[config.mk]
export PLATFORM = sky130hd
export DESIGN_NAME = cmpd_channel
export DESIGN_NICKNAME = d
export VERILOG_FILES = /design/src/verilog/cmpd_pkg.sv /design/src/verilog/cmpd_glitch_filter.sv /design/src/verilog/cmpd_channel.sv
export VERILOG_INCLUDE_DIRS = /design/src /design/src/verilog
export SDC_FILE = /design/constraint.sdc
export NUM_CORES = 1
export LEC_CHECK = 0
export BUFFER_PORTS_ARGS = -buffer_cell sky130_fd_sc_hd__buf_2
export CAP_MARGIN = 40
export CORE_ASPECT_RATIO = 1.2
export CORE_UTILIZATION = 49
export DETAILED_ROUTE_END_ITERATION = 8
export PLACE_DENSITY = 0.89
export SLEW_MARGIN = 20
export SYNTH_ARGS = -nofsm -noshare
export SYNTH_HDL_FRONTEND = slang
export SYNTH_SLANG_ARGS = --single-unit
[constraint.sdc]
create_clock -name pclk -period 2.9 [get_ports pclk]
set_input_delay 0.29 -clock pclk [delete_from_list [all_inputs] [get_ports pclk]]
set_output_delay 0.29 -clock pclk [all_outputs]
set_load 0.01 [all_outputs]
[src/verilog/cmpd_defines.svh]
// register offsets, field positions, reset values and timing counts of the comparator channel
`ifndef CMPD_DEFINES_SVH
`define CMPD_DEFINES_SVH

// ---------------------------------------------------------------
// register byte offsets
// ---------------------------------------------------------------
`define CMPD_OFF_CONTROL 4'h0
`define CMPD_OFF_THRESHOLD 4'h4
`define CMPD_OFF_IRQ_STATUS 4'h8
`define CMPD_OFF_IRQ_MASK 4'hC

// ---------------------------------------------------------------
// control, threshold and interrupt register fields
// ---------------------------------------------------------------
`define CMPD_BIT_ENABLE 15
`define CMPD_BIT_IDLE_STOP 13
`define CMPD_BIT_REF_OUT 8
`define CMPD_SEL_HI 7
`define CMPD_SEL_LO 6
`define CMPD_BIT_EXTERNAL_REFERENCE_SELECT 5
`define CMPD_BIT_STATE 3
`define CMPD_BIT_INVERT 1
`define CMPD_BIT_RANGE 0
`define CMPD_CODE_HI 9
`define CMPD_CODE_LO 0
`define CMPD_BIT_EVENT 0

// ---------------------------------------------------------------
// reset values
// ---------------------------------------------------------------
`define CMPD_RST_BIT 1'b0
`define CMPD_RST_SEL 2'h0
`define CMPD_RST_CODE 10'h000
`define CMPD_RST_WORD 32'h0000_0000

// ---------------------------------------------------------------
// timing: one instruction cycle and the glitch window
// ---------------------------------------------------------------
`define CMPD_CLK_PERIOD_NS 8
`define CMPD_TCY_NS 25
`define CMPD_FILTER_NS (2 * `CMPD_TCY_NS)
// least time rounds up
`define CMPD_FILTER_CYCLES ((`CMPD_FILTER_NS + `CMPD_CLK_PERIOD_NS - 1) / `CMPD_CLK_PERIOD_NS)
// pulse length rounds down, one cycle at least
`define CMPD_PULSE_CYCLES ((`CMPD_TCY_NS / `CMPD_CLK_PERIOD_NS) < 1 ? 1 : (`CMPD_TCY_NS / `CMPD_CLK_PERIOD_NS))

`endif

[src/verilog/cmpd_pkg.sv]
// shared types of the comparator channel
`default_nettype none
package cmpd_pkg;
   // input multiplexer selection
   typedef enum logic [1:0] {
      CMPD_IN_A = 2'h0,
      CMPD_IN_B = 2'h1,
      CMPD_IN_C = 2'h2,
      CMPD_IN_D = 2'h3
   } cmpd_insel_e;

   // event pulse generator states
   typedef enum logic {
      CMPD_PS_IDLE,
      CMPD_PS_HIGH
   } cmpd_pulse_e;
endpackage
`default_nettype wire

[src/verilog/cmpd_glitch_filter.sv]
// synchroniser, polarity and glitch filter for the raw comparator output
`timescale 1ns/1ns
`default_nettype none
`include "cmpd_defines.svh"
module cmpd_glitch_filter #(
   parameter int FILTER_CYCLES = `CMPD_FILTER_CYCLES,
   parameter int CNT_W = 4
) (
   input wire logic pclk,
   input wire logic presetn,
   input wire logic raw_in,
   input wire logic invert,
   input wire logic run,
   input wire logic bypass,
   output logic filt_q
);
   logic sync1_q;
   logic sync2_q;
   logic polar;
   logic filt_d;
   logic [CNT_W-1:0] cnt_q;
   logic [CNT_W-1:0] cnt_d;
   localparam logic [CNT_W-1:0] LAST = CNT_W'(FILTER_CYCLES - 1);

   // -------------------------------------------------------------
   // synchroniser
   // -------------------------------------------------------------
   // two flop synchroniser
   always_ff @(posedge pclk or negedge presetn)
   begin
      if (!presetn)
      begin
         sync1_q <= `CMPD_RST_BIT;
         sync2_q <= `CMPD_RST_BIT;
      end
      else
      begin
         sync1_q <= raw_in;
         sync2_q <= sync1_q;
      end
   end

   // -------------------------------------------------------------
   // filter
   // -------------------------------------------------------------
   // polarity before use
   assign polar = sync2_q ^ invert;

   // new level must persist the whole window before it is accepted
   always_comb
   begin
      cnt_d = '0;
      filt_d = filt_q;
      if (!run)
      begin
         filt_d = `CMPD_RST_BIT;
      end
      else if (bypass)
      begin
         filt_d = polar;
      end
      else if (polar != filt_q)
      begin
         if (cnt_q >= LAST)
            filt_d = polar;
         else
            cnt_d = cnt_q + CNT_W'(1);
      end
   end

   // registers of the filter
   always_ff @(posedge pclk or negedge presetn)
   begin
      if (!presetn)
      begin
         cnt_q <= '0;
         filt_q <= `CMPD_RST_BIT;
      end
      else
      begin
         cnt_q <= cnt_d;
         filt_q <= filt_d;
      end
   end
endmodule
`default_nettype wire

[src/verilog/cmpd_channel.sv]
// comparator channel control: apb registers, idle gating, event pulse and interrupt
`timescale 1ns/1ns
`default_nettype none
`include "cmpd_defines.svh"
module cmpd_channel #(
   parameter int PULSE_CYCLES = `CMPD_PULSE_CYCLES,
   parameter int PCNT_W = 3
) (
   input wire logic pclk,
   input wire logic presetn,
   input wire logic psel,
   input wire logic penable,
   input wire logic pwrite,
   input wire logic [11:0] paddr,
   input wire logic [31:0] pwdata,
   input wire logic [3:0] pstrb,
   output logic [31:0] prdata,
   output logic pready,
   output logic pslverr,
   input wire logic comparator_raw,
   input wire logic idle_mode,
   input wire logic sleep_mode,
   input wire logic group_idle_stop,
   output logic idle_stop,
   output logic comparator_power_enable,
   output logic ref_out_enable,
   output cmpd_pkg::cmpd_insel_e input_select,
   output logic external_reference_select,
   output logic range_high_select,
   output logic [9:0] dac_level_code,
   output logic comparator_state,
   output logic wake_async,
   output logic event_pulse,
   output logic irq
);
   // control and threshold state
   logic enable_q;
   logic enable_d;
   logic idle_stop_q;
   logic idle_stop_d;
   logic ref_out_q;
   logic ref_out_d;
   cmpd_pkg::cmpd_insel_e sel_q;
   cmpd_pkg::cmpd_insel_e sel_d;
   logic external_reference_select_q;
   logic external_reference_select_d;
   logic invert_q;
   logic invert_d;
   logic range_q;
   logic range_d;
   logic [9:0] code_q;
   logic [9:0] code_d;
   logic mask_q;
   logic mask_d;
   logic status_q;
   logic status_d;
   logic [31:0] rdata_q;
   logic [31:0] rdata_d;
   // pulse generator
   cmpd_pkg::cmpd_pulse_e pstate_q;
   cmpd_pkg::cmpd_pulse_e pstate_d;
   logic [PCNT_W-1:0] pcnt_q;
   logic [PCNT_W-1:0] pcnt_d;
   logic filt;
   logic filt_prev_q;
   logic run;
   logic low_power;
   logic rise;
   logic setup;
   logic wr;
   logic rd;
   logic mapped;

   // decode of one word offset, used for reads and writes
   function automatic logic hit(input logic [11:0] addr, input logic [3:0] off);
      hit = (addr[11:4] == 8'h00) && (addr[3:0] == off);
   endfunction

   // -------------------------------------------------------------
   // apb slave
   // -------------------------------------------------------------
   // zero wait states: read data is captured in the setup cycle
   assign mapped = hit(paddr, `CMPD_OFF_CONTROL) || hit(paddr, `CMPD_OFF_THRESHOLD) ||
                   hit(paddr, `CMPD_OFF_IRQ_STATUS) || hit(paddr, `CMPD_OFF_IRQ_MASK);
   assign setup = psel && !penable;
   assign wr = psel && penable && pwrite && mapped;
   assign rd = psel && penable && !pwrite && mapped;
   assign pready = 1'b1;
   assign pslverr = psel && penable && !mapped;
   assign prdata = rdata_q;

   // readback word; unimplemented bits stay zero
   always_comb
   begin
      rdata_d = rdata_q;
      if (setup)
      begin
         rdata_d = `CMPD_RST_WORD;
         if (hit(paddr, `CMPD_OFF_CONTROL))
         begin
            rdata_d[`CMPD_BIT_ENABLE] = enable_q;
            rdata_d[`CMPD_BIT_IDLE_STOP] = idle_stop_q;
            rdata_d[`CMPD_BIT_REF_OUT] = ref_out_q;
            rdata_d[`CMPD_SEL_HI:`CMPD_SEL_LO] = sel_q;
            rdata_d[`CMPD_BIT_EXTERNAL_REFERENCE_SELECT] = external_reference_select_q;
            rdata_d[`CMPD_BIT_STATE] = filt;
            rdata_d[`CMPD_BIT_INVERT] = invert_q;
            rdata_d[`CMPD_BIT_RANGE] = range_q;
         end
         else if (hit(paddr, `CMPD_OFF_THRESHOLD))
            rdata_d[`CMPD_CODE_HI:`CMPD_CODE_LO] = code_q;
         else if (hit(paddr, `CMPD_OFF_IRQ_STATUS))
            rdata_d[`CMPD_BIT_EVENT] = status_q;
         else if (hit(paddr, `CMPD_OFF_IRQ_MASK))
            rdata_d[`CMPD_BIT_EVENT] = mask_q;
      end
   end

   // -------------------------------------------------------------
   // register writes
   // -------------------------------------------------------------
   // only implemented bits are stored, so reserved writes vanish
   always_comb
   begin
      enable_d = enable_q;
      idle_stop_d = idle_stop_q;
      ref_out_d = ref_out_q;
      sel_d = sel_q;
      external_reference_select_d = external_reference_select_q;
      invert_d = invert_q;
      range_d = range_q;
      code_d = code_q;
      mask_d = mask_q;
      if (wr && hit(paddr, `CMPD_OFF_CONTROL))
      begin
         if (pstrb[1])
         begin
            enable_d = pwdata[`CMPD_BIT_ENABLE];
            idle_stop_d = pwdata[`CMPD_BIT_IDLE_STOP];
            ref_out_d = pwdata[`CMPD_BIT_REF_OUT];
         end
         if (pstrb[0])
         begin
            sel_d = cmpd_pkg::cmpd_insel_e'(pwdata[`CMPD_SEL_HI:`CMPD_SEL_LO]);
            external_reference_select_d = pwdata[`CMPD_BIT_EXTERNAL_REFERENCE_SELECT];
            invert_d = pwdata[`CMPD_BIT_INVERT];
            range_d = pwdata[`CMPD_BIT_RANGE];
         end
      end
      if (wr && hit(paddr, `CMPD_OFF_THRESHOLD))
      begin
         if (pstrb[0])
            code_d[7:0] = pwdata[7:0];
         if (pstrb[1])
            code_d[`CMPD_CODE_HI:8] = pwdata[`CMPD_CODE_HI:8];
      end
      if (wr && hit(paddr, `CMPD_OFF_IRQ_MASK) && pstrb[0])
         mask_d = pwdata[`CMPD_BIT_EVENT];
   end

   // sticky event flag: a new event beats the clear-on-read
   always_comb
   begin
      status_d = status_q;
      if (rd && hit(paddr, `CMPD_OFF_IRQ_STATUS))
         status_d = 1'b0;
      if (rise)
         status_d = 1'b1;
   end

   // registers of the bus side
   always_ff @(posedge pclk or negedge presetn)
   begin
      if (!presetn)
      begin
         enable_q <= `CMPD_RST_BIT;
         idle_stop_q <= `CMPD_RST_BIT;
         ref_out_q <= `CMPD_RST_BIT;
         sel_q <= cmpd_pkg::CMPD_IN_A;
         external_reference_select_q <= `CMPD_RST_BIT;
         invert_q <= `CMPD_RST_BIT;
         range_q <= `CMPD_RST_BIT;
         code_q <= `CMPD_RST_CODE;
         mask_q <= `CMPD_RST_BIT;
         status_q <= `CMPD_RST_BIT;
         rdata_q <= `CMPD_RST_WORD;
      end
      else
      begin
         enable_q <= enable_d;
         idle_stop_q <= idle_stop_d;
         ref_out_q <= ref_out_d;
         sel_q <= sel_d;
         external_reference_select_q <= external_reference_select_d;
         invert_q <= invert_d;
         range_q <= range_d;
         code_q <= code_d;
         mask_q <= mask_d;
         status_q <= status_d;
         rdata_q <= rdata_d;
      end
   end

   // -------------------------------------------------------------
   // analog side controls
   // -------------------------------------------------------------
   // local or group idle stop
   assign run = enable_q && !(idle_mode && (idle_stop_q || group_idle_stop));
   assign low_power = idle_mode || sleep_mode;
   assign idle_stop = idle_stop_q;
   assign comparator_power_enable = run;
   assign ref_out_enable = ref_out_q;
   assign input_select = sel_q;
   assign external_reference_select = external_reference_select_q;
   assign range_high_select = range_q;
   assign dac_level_code = code_q;
   assign comparator_state = filt;
   // unclocked wake path, only usable while the clock may be stopped
   assign wake_async = run && low_power && (comparator_raw ^ invert_q);

   cmpd_glitch_filter #(
      .FILTER_CYCLES(`CMPD_FILTER_CYCLES),
      .CNT_W(4)
   ) u_filter (
      .pclk(pclk),
      .presetn(presetn),
      .raw_in(comparator_raw),
      .invert(invert_q),
      .run(run),
      .bypass(low_power),
      .filt_q(filt)
   );

   // -------------------------------------------------------------
   // event pulse and interrupt
   // -------------------------------------------------------------
   assign rise = filt && !filt_prev_q;

   always_comb
   begin
      pstate_d = pstate_q;
      pcnt_d = pcnt_q;
      unique case (pstate_q)
         cmpd_pkg::CMPD_PS_IDLE:
         begin
            if (rise)
            begin
               pstate_d = cmpd_pkg::CMPD_PS_HIGH;
               pcnt_d = PCNT_W'(PULSE_CYCLES - 1);
            end
         end
         cmpd_pkg::CMPD_PS_HIGH:
         begin
            if (pcnt_q == '0)
               pstate_d = cmpd_pkg::CMPD_PS_IDLE;
            else
               pcnt_d = pcnt_q - PCNT_W'(1);
         end
      endcase
   end

   // pulse registers; an edge during a running pulse is merged into it
   always_ff @(posedge pclk or negedge presetn)
   begin
      if (!presetn)
      begin
         pstate_q <= cmpd_pkg::CMPD_PS_IDLE;
         pcnt_q <= '0;
         filt_prev_q <= `CMPD_RST_BIT;
      end
      else
      begin
         pstate_q <= pstate_d;
         pcnt_q <= pcnt_d;
         filt_prev_q <= filt;
      end
   end

   assign event_pulse = (pstate_q == cmpd_pkg::CMPD_PS_HIGH);
   assign irq = status_q && mask_q;
endmodule
`default_nettype wire

==> summary.log, run 1 <==
qor: drt.drt_first_pass_iters 4
qor: clock_tree.ctsHtreeMaxLevel 2
qor: min_path.min_from comparator_raw
qor: yosys.yosysSeqAreaShare 48.8%
qor: critical_path.timing.critical_path.max_delay_family simple AND/OR/NAND/NOR gates
qor: yosys.synth_cell_type_count 39
qor: sta.finalWorstPathRequiredPeriod 2.11 ns
qor: yosys.post_synth_inst_count 197
qor: run_status.status complete, no violations
qor: clock_tree.worst_setup_hold_path_clk_slew 0.08 ns
qor: clock_tree.cts_inserted_buffers 5
qor: clock_tree.tritoncts yes
qor: layout.flow.area_growth_from_synthesis 19.4%
qor: placement.placement.io_buffers 68
qor: drt.route.final.wire_length 4650 um
qor: drt.detail_route.vias_per_cell 5.27
qor: floorplanning.die_w 64.0 um
qor: critical_path.startpoint_of_the_worst_register_to_register_path pcnt_q[0]
qor: drt.routedWlPerCell 14.3 um
qor: layout.drive_gt1_share 37.8%
qor: layout.final_cell_mix 68 x sky130_fd_sc_hd__buf_2, 44 x sky130_fd_sc_hd__dfrtp_1, 22 x sky130_fd_sc_hd__conb_1, 21 x sky130_fd_sc_hd__mux2_2, 17 x sky130_fd_sc_hd__nand2_1
qor: floorplanning.coreArea 0.00433 sq mm
qor: critical_path.timing.rr.end pcnt_q[2]
qor: yosys.post_synth_main_area_contributors sky130_fd_sc_hd__dfrtp_1 49%, sky130_fd_sc_hd__mux2_2 10%, sky130_fd_sc_hd__buf_4 7.0%
qor: critical_path.critical_path.slowest_cell sky130_fd_sc_hd__nor4_4
qor: sta.rsz0062_at_grt false
qor: yosys.synth_area 0.00226 sq mm
qor: layout.layout_commonest_cell sky130_fd_sc_hd__buf_2
qor: floorplanning.ios 112
qor: critical_path.type_of_destination_of_the_critical_path flop
qor: floorplanning.die_outline_height 76.4 um
qor: placement.dpl.cell_count 317
qor: critical_path.crit_arrival 2.29 ns
qor: drt.drc 0
qor: clock_tree.insertion_delay 0.30 ns
qor: floorplanning.start_util 52.2%
qor: yosys.synth_top_cell_area_share 48.8%
qor: min_path.hold_path_class primary input to flop
qor: power.power.leakage 1.44 nW
qor: global_routing.overflow 0
qor: sta.finalCritPeriodShare 72.6%
qor: floorplanning.die-area 0.00488 sq mm
qor: yosys.synthesis.yosys.warnings 0
qor: sta.worst_pin_slew 0.732 ns
qor: clock_tree.cts.sinks 44
qor: clock_tree.cts_root_buffer sky130_fd_sc_hd__clkbuf_8
qor: global_routing.grt_max_degree 24
qor: clock_tree.cts_buffer_depth 2
qor: layout.antennaDiodeCount 0
qor: floorplanning.num_rows 26
qor: yosys.avgSynthCellArea 11.5 sq um
qor: sta.fin_setup_tns 0 ns
qor: critical_path.cp_max_fo 8
qor: global_routing.groute.usage.overall 20.4%
qor: critical_path.timing.setup.critical_path_class primary input to flop
qor: layout.final_cell_area 0.00270 sq mm
qor: placement.post_dp_cell_area 0.00259 sq mm
qor: sta.timing_hold_violations_final 0
qor: critical_path.critPathRequiredTime 3.09 ns
qor: sta.final.setup_skew 0.00664 ns
qor: min_path.min_path_cells 1
qor: layout.finalNonFillerCells 326
qor: critical_path.critical-path-max-stage-delay 0.75 ns
qor: critical_path.worst-path-buf-inv 1
qor: sta.report.final.slew_viol_count 0
qor: placement.dp.final_hpwl 3410 um
qor: run.drv_cap 0
qor: sta.setup_slack 0.794 ns
qor: sta.count_of_endpoints_failing_setup_in_the_final_report 0
qor: power.power_density 408 mW/mm^2
qor: min_path.whs_endpoint u_filter.sync1_q
qor: sta.worst_slew_margin 50.9%
qor: drt.num_vias 1718
qor: yosys.number_of_synthesized_register_bits 44
qor: critical_path.reg2regPathDepth 6
qor: layout.nNetsFinal 330
qor: critical_path.reg2reg_slack 1.53 ns
qor: drt.ant_nets 0
qor: placement.pre_cts_ws 0.525 ns
qor: critical_path.start_kind primary input
qor: power.total_power 1.10 mW
qor: placement.finalWeightedCongestion 0.842
qor: power.max-vdd-ir-drop 372 uV
qor: clock_tree.ctsResizeCount 0
qor: yosys.synth.largest_area_cell sky130_fd_sc_hd__dfrtp_1
qor: sta.max_clock_freq 475 MHz
qor: global_routing.grt_pass1_vias 1615
qor: drt.drc_marker_count_from_the_first_detailed_route_iteration 97
qor: critical_path.cp_cell_sequence buf_2 > or4_1 > nor4_4 > mux2_2
qor: global_routing.antenna_violations_before_repair 0
qor: global_routing.grt_first_pass_wirelength 7650 um
[per-layer routing]
metal | global-route usage (%) | vias to the layer above | share of wire [%]
li1 | - | 807 | -
met1 | 25.9 | 844 | 43
met2 | 33.7 | 61 | 50
met3 | 5.09 | 6 | 5.9
met4 | 7.05 | 0 | 1.3
met5 | 0 | - | 0
[synthesized netlist by cell type]
library cell	instances
sky130_fd_sc_hd__dfrtp_1	44
sky130_fd_sc_hd__buf_4	21
sky130_fd_sc_hd__mux2_2	21
sky130_fd_sc_hd__nand2_1	17
sky130_fd_sc_hd__o21ai_0	9
sky130_fd_sc_hd__inv_1	8
sky130_fd_sc_hd__nor2_1	6
sky130_fd_sc_hd__nor4_1	5
sky130_fd_sc_hd__a22o_1	4
sky130_fd_sc_hd__ha_1	4
sky130_fd_sc_hd__mux2_1	4
sky130_fd_sc_hd__nand2b_1	4
sky130_fd_sc_hd__a21oi_1	3
sky130_fd_sc_hd__nand4_1	3
sky130_fd_sc_hd__nor2b_1	3
sky130_fd_sc_hd__nor3_1	3
sky130_fd_sc_hd__or4_1	3
sky130_fd_sc_hd__or4bb_1	3
sky130_fd_sc_hd__xnor2_1	3
sky130_fd_sc_hd__buf_2	2
sky130_fd_sc_hd__clkbuf_1	2
sky130_fd_sc_hd__conb_1	2
sky130_fd_sc_hd__nand3_1	2
sky130_fd_sc_hd__nand4b_1	2
sky130_fd_sc_hd__nor4_4	2
sky130_fd_sc_hd__o22ai_1	2
sky130_fd_sc_hd__o41ai_1	2
sky130_fd_sc_hd__or4b_2	2
sky130_fd_sc_hd__a21o_1	1
sky130_fd_sc_hd__a31oi_1	1
sky130_fd_sc_hd__and2_1	1
sky130_fd_sc_hd__and3_1	1
sky130_fd_sc_hd__and3b_1	1
sky130_fd_sc_hd__mux4_2	1
sky130_fd_sc_hd__nor4_2	1
sky130_fd_sc_hd__nor4b_1	1
sky130_fd_sc_hd__o31ai_1	1
sky130_fd_sc_hd__xor2_1	1
sky130_fd_sc_hd__xor3_1	1
[cell families (layout without fill, tap and decap cells)]
family	after synthesis	in the layout	share of synthesized area (%)
simple gates	60	60	17.0
xor+xnor	5	5	2.61
fa+ha+maj	4	4	2.22
other cells	2	22	0.333
buf+inv	33	86	9.09
compound gates	23	23	6.49
flops	44	44	48.8
mux	26	26	13.5
[power by group]
group / switching [mW] / internal [mW]
Sequential: 0.00152 / 0.616
Clock: 0.196 / 0.194
Combinational: 0.0576 / 0.0334
Total: 0.256 / 0.843
[through the flow]
step	util (%)	hold slack, ns
final	62.3	0.125
after global routing	62.3	0.120
after CTS	62.3	0.114
after detailed placement	60.0	0.298
after global placement	59.3	0.332
after floorplan	-	-0.00559
[final cells by class]
cell class	count	area, sq um
Fill cell	369	1630
Sequential cell	44	1100
Multi-Input combinational cell	140	1030
Timing Repair Buffer	70	378
Clock buffer	8	90.1
Tap cell	56	70.1
Inverter	8	30.0
[flip-flops by register name (all words and copies together), names as in the netlist, 2 cells and up]
| signal | cells |
|---|---|
| prdata | 12 |
| dac_level_code | 10 |
| u_filter.cnt_q | 4 |
| pcnt_q | 3 |
| input_select | 2 |
[timing repair]
action	CTS	global route
buffers inserted	0	0
hold endpoints to repair	21	0
hold buffers	1	0
[worst max path at each step]
stage             start                end  slack, ns  cells after the start
6_report       paddr[5]  dac_level_code[2]       0.79                      4
5_1_grt        paddr[5]  dac_level_code[0]       0.71                      4
4_1_cts        paddr[5]  dac_level_code[1]       0.85                      4
3_5_place_dp   paddr[5]  dac_level_code[1]       0.52                      4
3_3_place_gp   paddr[5]  dac_level_code[0]       0.56                      4
2_1_floorplan  paddr[5]  dac_level_code[0]       0.95                      4
(Power assumes the default switching activity.)
==> inputs of run 2 (changes only) <==
- CORE_UTILIZATION: 49 -> 46
- PLACE_DENSITY: 0.89 -> 0.84
- clock period: 2.9 -> 2.1 ns (I/O delays scaled with it)
==> summary.log, run 2 (synthesized netlist as in run 1, its figures left out) <==
qor: placement.finalWeightedCongestion 0.775
qor: critical_path.type_of_destination_of_the_critical_path flop
qor: drt.routedWlPerCell 14.0 um
qor: power.power_report.internal_total 1.25 mW
qor: sta.final.setup_skew 0.0106 ns
qor: power.power_density 586 mW/mm^2
qor: global_routing.grt_first_pass_wirelength 7710 um
qor: min_path.hold_path_class primary input to flop
qor: clock_tree.cts.sinks 44
qor: sta.fin_setup_tns 0 ns
qor: sta.max_clock_freq 568 MHz
qor: layout.final_cell_area 0.00274 sq mm
qor: drt.num_vias 1723
qor: layout.antennaDiodeCount 0
qor: sta.rsz0062_at_grt false
qor: floorplanning.num_rows 27
qor: drt.drc 0
qor: floorplanning.start_util 48.4%
qor: power.total_power 1.61 mW
qor: power.netSwitchingPower 0.358 mW
qor: placement.dp.final_hpwl 3570 um
qor: global_routing.overflow 0
qor: critical_path.cp_max_fo 8
qor: run_status.status complete, no violations
qor: global_routing.groute.usage.overall 19.6%
qor: placement.dpl.cell_count 325
qor: critical_path.critPathRequiredTime 2.27 ns
qor: placement.post_dp_cell_area 0.00262 sq mm
qor: run.drv_cap 0
qor: floorplanning.die_w 65.9 um
qor: drt.drc_marker_count_from_the_first_detailed_route_iteration 81
qor: global_routing.grt_pass1_vias 1673
qor: layout.nNetsFinal 336
qor: critical_path.timing.setup.critical_path_class primary input to flop
qor: clock_tree.cts_inserted_buffers 5
qor: clock_tree.cts_root_buffer sky130_fd_sc_hd__clkbuf_8
qor: drt.ant_nets 0
qor: power.clkPwrFrac 39.2%
qor: layout.finalNonFillerCells 334
qor: layout.layout_commonest_cell sky130_fd_sc_hd__buf_2
qor: layout.fillers 392
qor: clock_tree.insertion_delay 0.29 ns
qor: power.p_comb_share 7.7%
qor: sta.worst_pin_slew 0.550 ns
qor: critical_path.start_kind primary input
qor: min_path.min_path_cells 1
qor: sta.report.final.slew_viol_count 0
qor: power.power.leakage 1.47 nW
qor: clock_tree.worst_setup_hold_path_clk_slew 0.08 ns
qor: drt.drt_first_pass_iters 4
qor: critical_path.reg2regPathDepth 6
qor: critical_path.crit_arrival 1.93 ns
qor: floorplanning.coreArea 0.00466 sq mm
qor: global_routing.grt_max_degree 17
qor: clock_tree.cts_setup_buffers 0
qor: floorplanning.die-area 0.00519 sq mm
qor: clock_tree.ctsHtreeMaxLevel 2
qor: layout.drive_gt1_share 39.5%
qor: placement.placement.io_buffers 68
qor: sta.hold-worst-slack 0.0423 ns
qor: sta.worst_slew_margin 63.3%
qor: floorplanning.die_outline_height 78.7 um
qor: clock_tree.cts_buffer_depth 2
qor: drt.route.final.wire_length 4680 um
qor: sta.finalCritPeriodShare 83.8%
qor: power.max-vdd-ir-drop 414 uV
qor: layout.final_cell_mix 68 x sky130_fd_sc_hd__buf_2, 44 x sky130_fd_sc_hd__dfrtp_1, 22 x sky130_fd_sc_hd__conb_1, 21 x sky130_fd_sc_hd__mux2_2, 17 x sky130_fd_sc_hd__nand2_1
qor: layout.flow.area_growth_from_synthesis 21.4%
qor: clock_tree.tritoncts yes
qor: power.power.switching_fraction 22.3%
qor: floorplanning.ios 112
qor: drt.detail_route.vias_per_cell 5.16
qor: sta.count_of_endpoints_failing_setup_in_the_final_report 0
qor: sta.timing_hold_violations_final 0
qor: power.power.share.sequential 53.1%
qor: global_routing.antenna_violations_before_repair 0
qor: sta.finalWorstPathRequiredPeriod 1.76 ns
qor: layout.flip_flop_count_of_the_largest_register_after_layout 12
[run 2: cell count changes in the layout (fill, tap and decap cells not counted)]
cell | previous run | this run
sky130_fd_sc_hd__clkbuf_1 | 2 | 1
sky130_fd_sc_hd__clkbuf_8 | 6 | 5
sky130_fd_sc_hd__buf_4 | 0 | 7
sky130_fd_sc_hd__clkinv_2 | 0 | 1
sky130_fd_sc_hd__bufinv_16 | 0 | 1
sky130_fd_sc_hd__buf_16 | 1 | 0
[run 2: power groups by stage]
stage / clock (mW) / sequential, mW / combinational [mW]
final: 0.630 / 0.852 / 0.123
after global routing: 0.672 / 0.852 / 0.139
after CTS: 0.638 / 0.852 / 0.124
after detailed placement: 0 / 0.869 / 0.122
after global placement: 0 / 0.869 / 0.119
after floorplan: 0 / 0.869 / 0.0806
[run 2: cell type report]
class                      count  area, sq um  share of cell area, %
clock inverter                 2         35.0                   1.28
inverter                       8         30.0                   1.10
sequential                    44         1100                   40.2
multi-input combinational    140         1030                   37.4
timing repair buffer          76          403                   14.7
tap                           58         72.6                   2.65
clock buffer                   6         72.6                   2.65
[run 2: per-stage QoR]
step	utilization (%)	setup slack, ns
floorplan	-	0.227
finish	58.8	0.340
detailed placement	56.3	0.00988
global placement	56.3	0.0533
global route	58.8	0.257
CTS	58.8	0.320
[run 2: worst paths after layout]
kind / from / endpoint / slack (ns)
max: paddr[5] / dac_level_code[7] / 0.34
min: comparator_raw / u_filter.sync1_q / 0.04
max reg2reg: pcnt_q[0] / pcnt_q[2] / 0.73
min reg2reg: u_filter.sync1_q / u_filter.sync2_q / 0.35
max in group asynchronous: presetn / dac_level_code[5] / 1.22
min in group asynchronous: presetn / dac_level_code[1] / 0.36
[run 2: per-layer routing]
metal / up-vias / share of wire [%] / track usage, %
met5: - / 0 / 0
met2: 63 / 52 / 33.8
met3: 8 / 5.1 / 3.88
met1: 832 / 41 / 23.7
li1: 820 / - / -
met4: 0 / 1.6 / 7.66
[run 2: worst max-delay path, stage by stage]
cell and delay, ns:
sky130_fd_sc_hd__buf_2 0.10, sky130_fd_sc_hd__or4_1 0.72, sky130_fd_sc_hd__nor4_4 0.33, sky130_fd_sc_hd__buf_4 0.22, sky130_fd_sc_hd__mux2_2 0.35
[run 2: timing repair]
item,CTS,global route
hold buffers,1,0
gates resized for setup,0,0
hold endpoints to repair,13,0
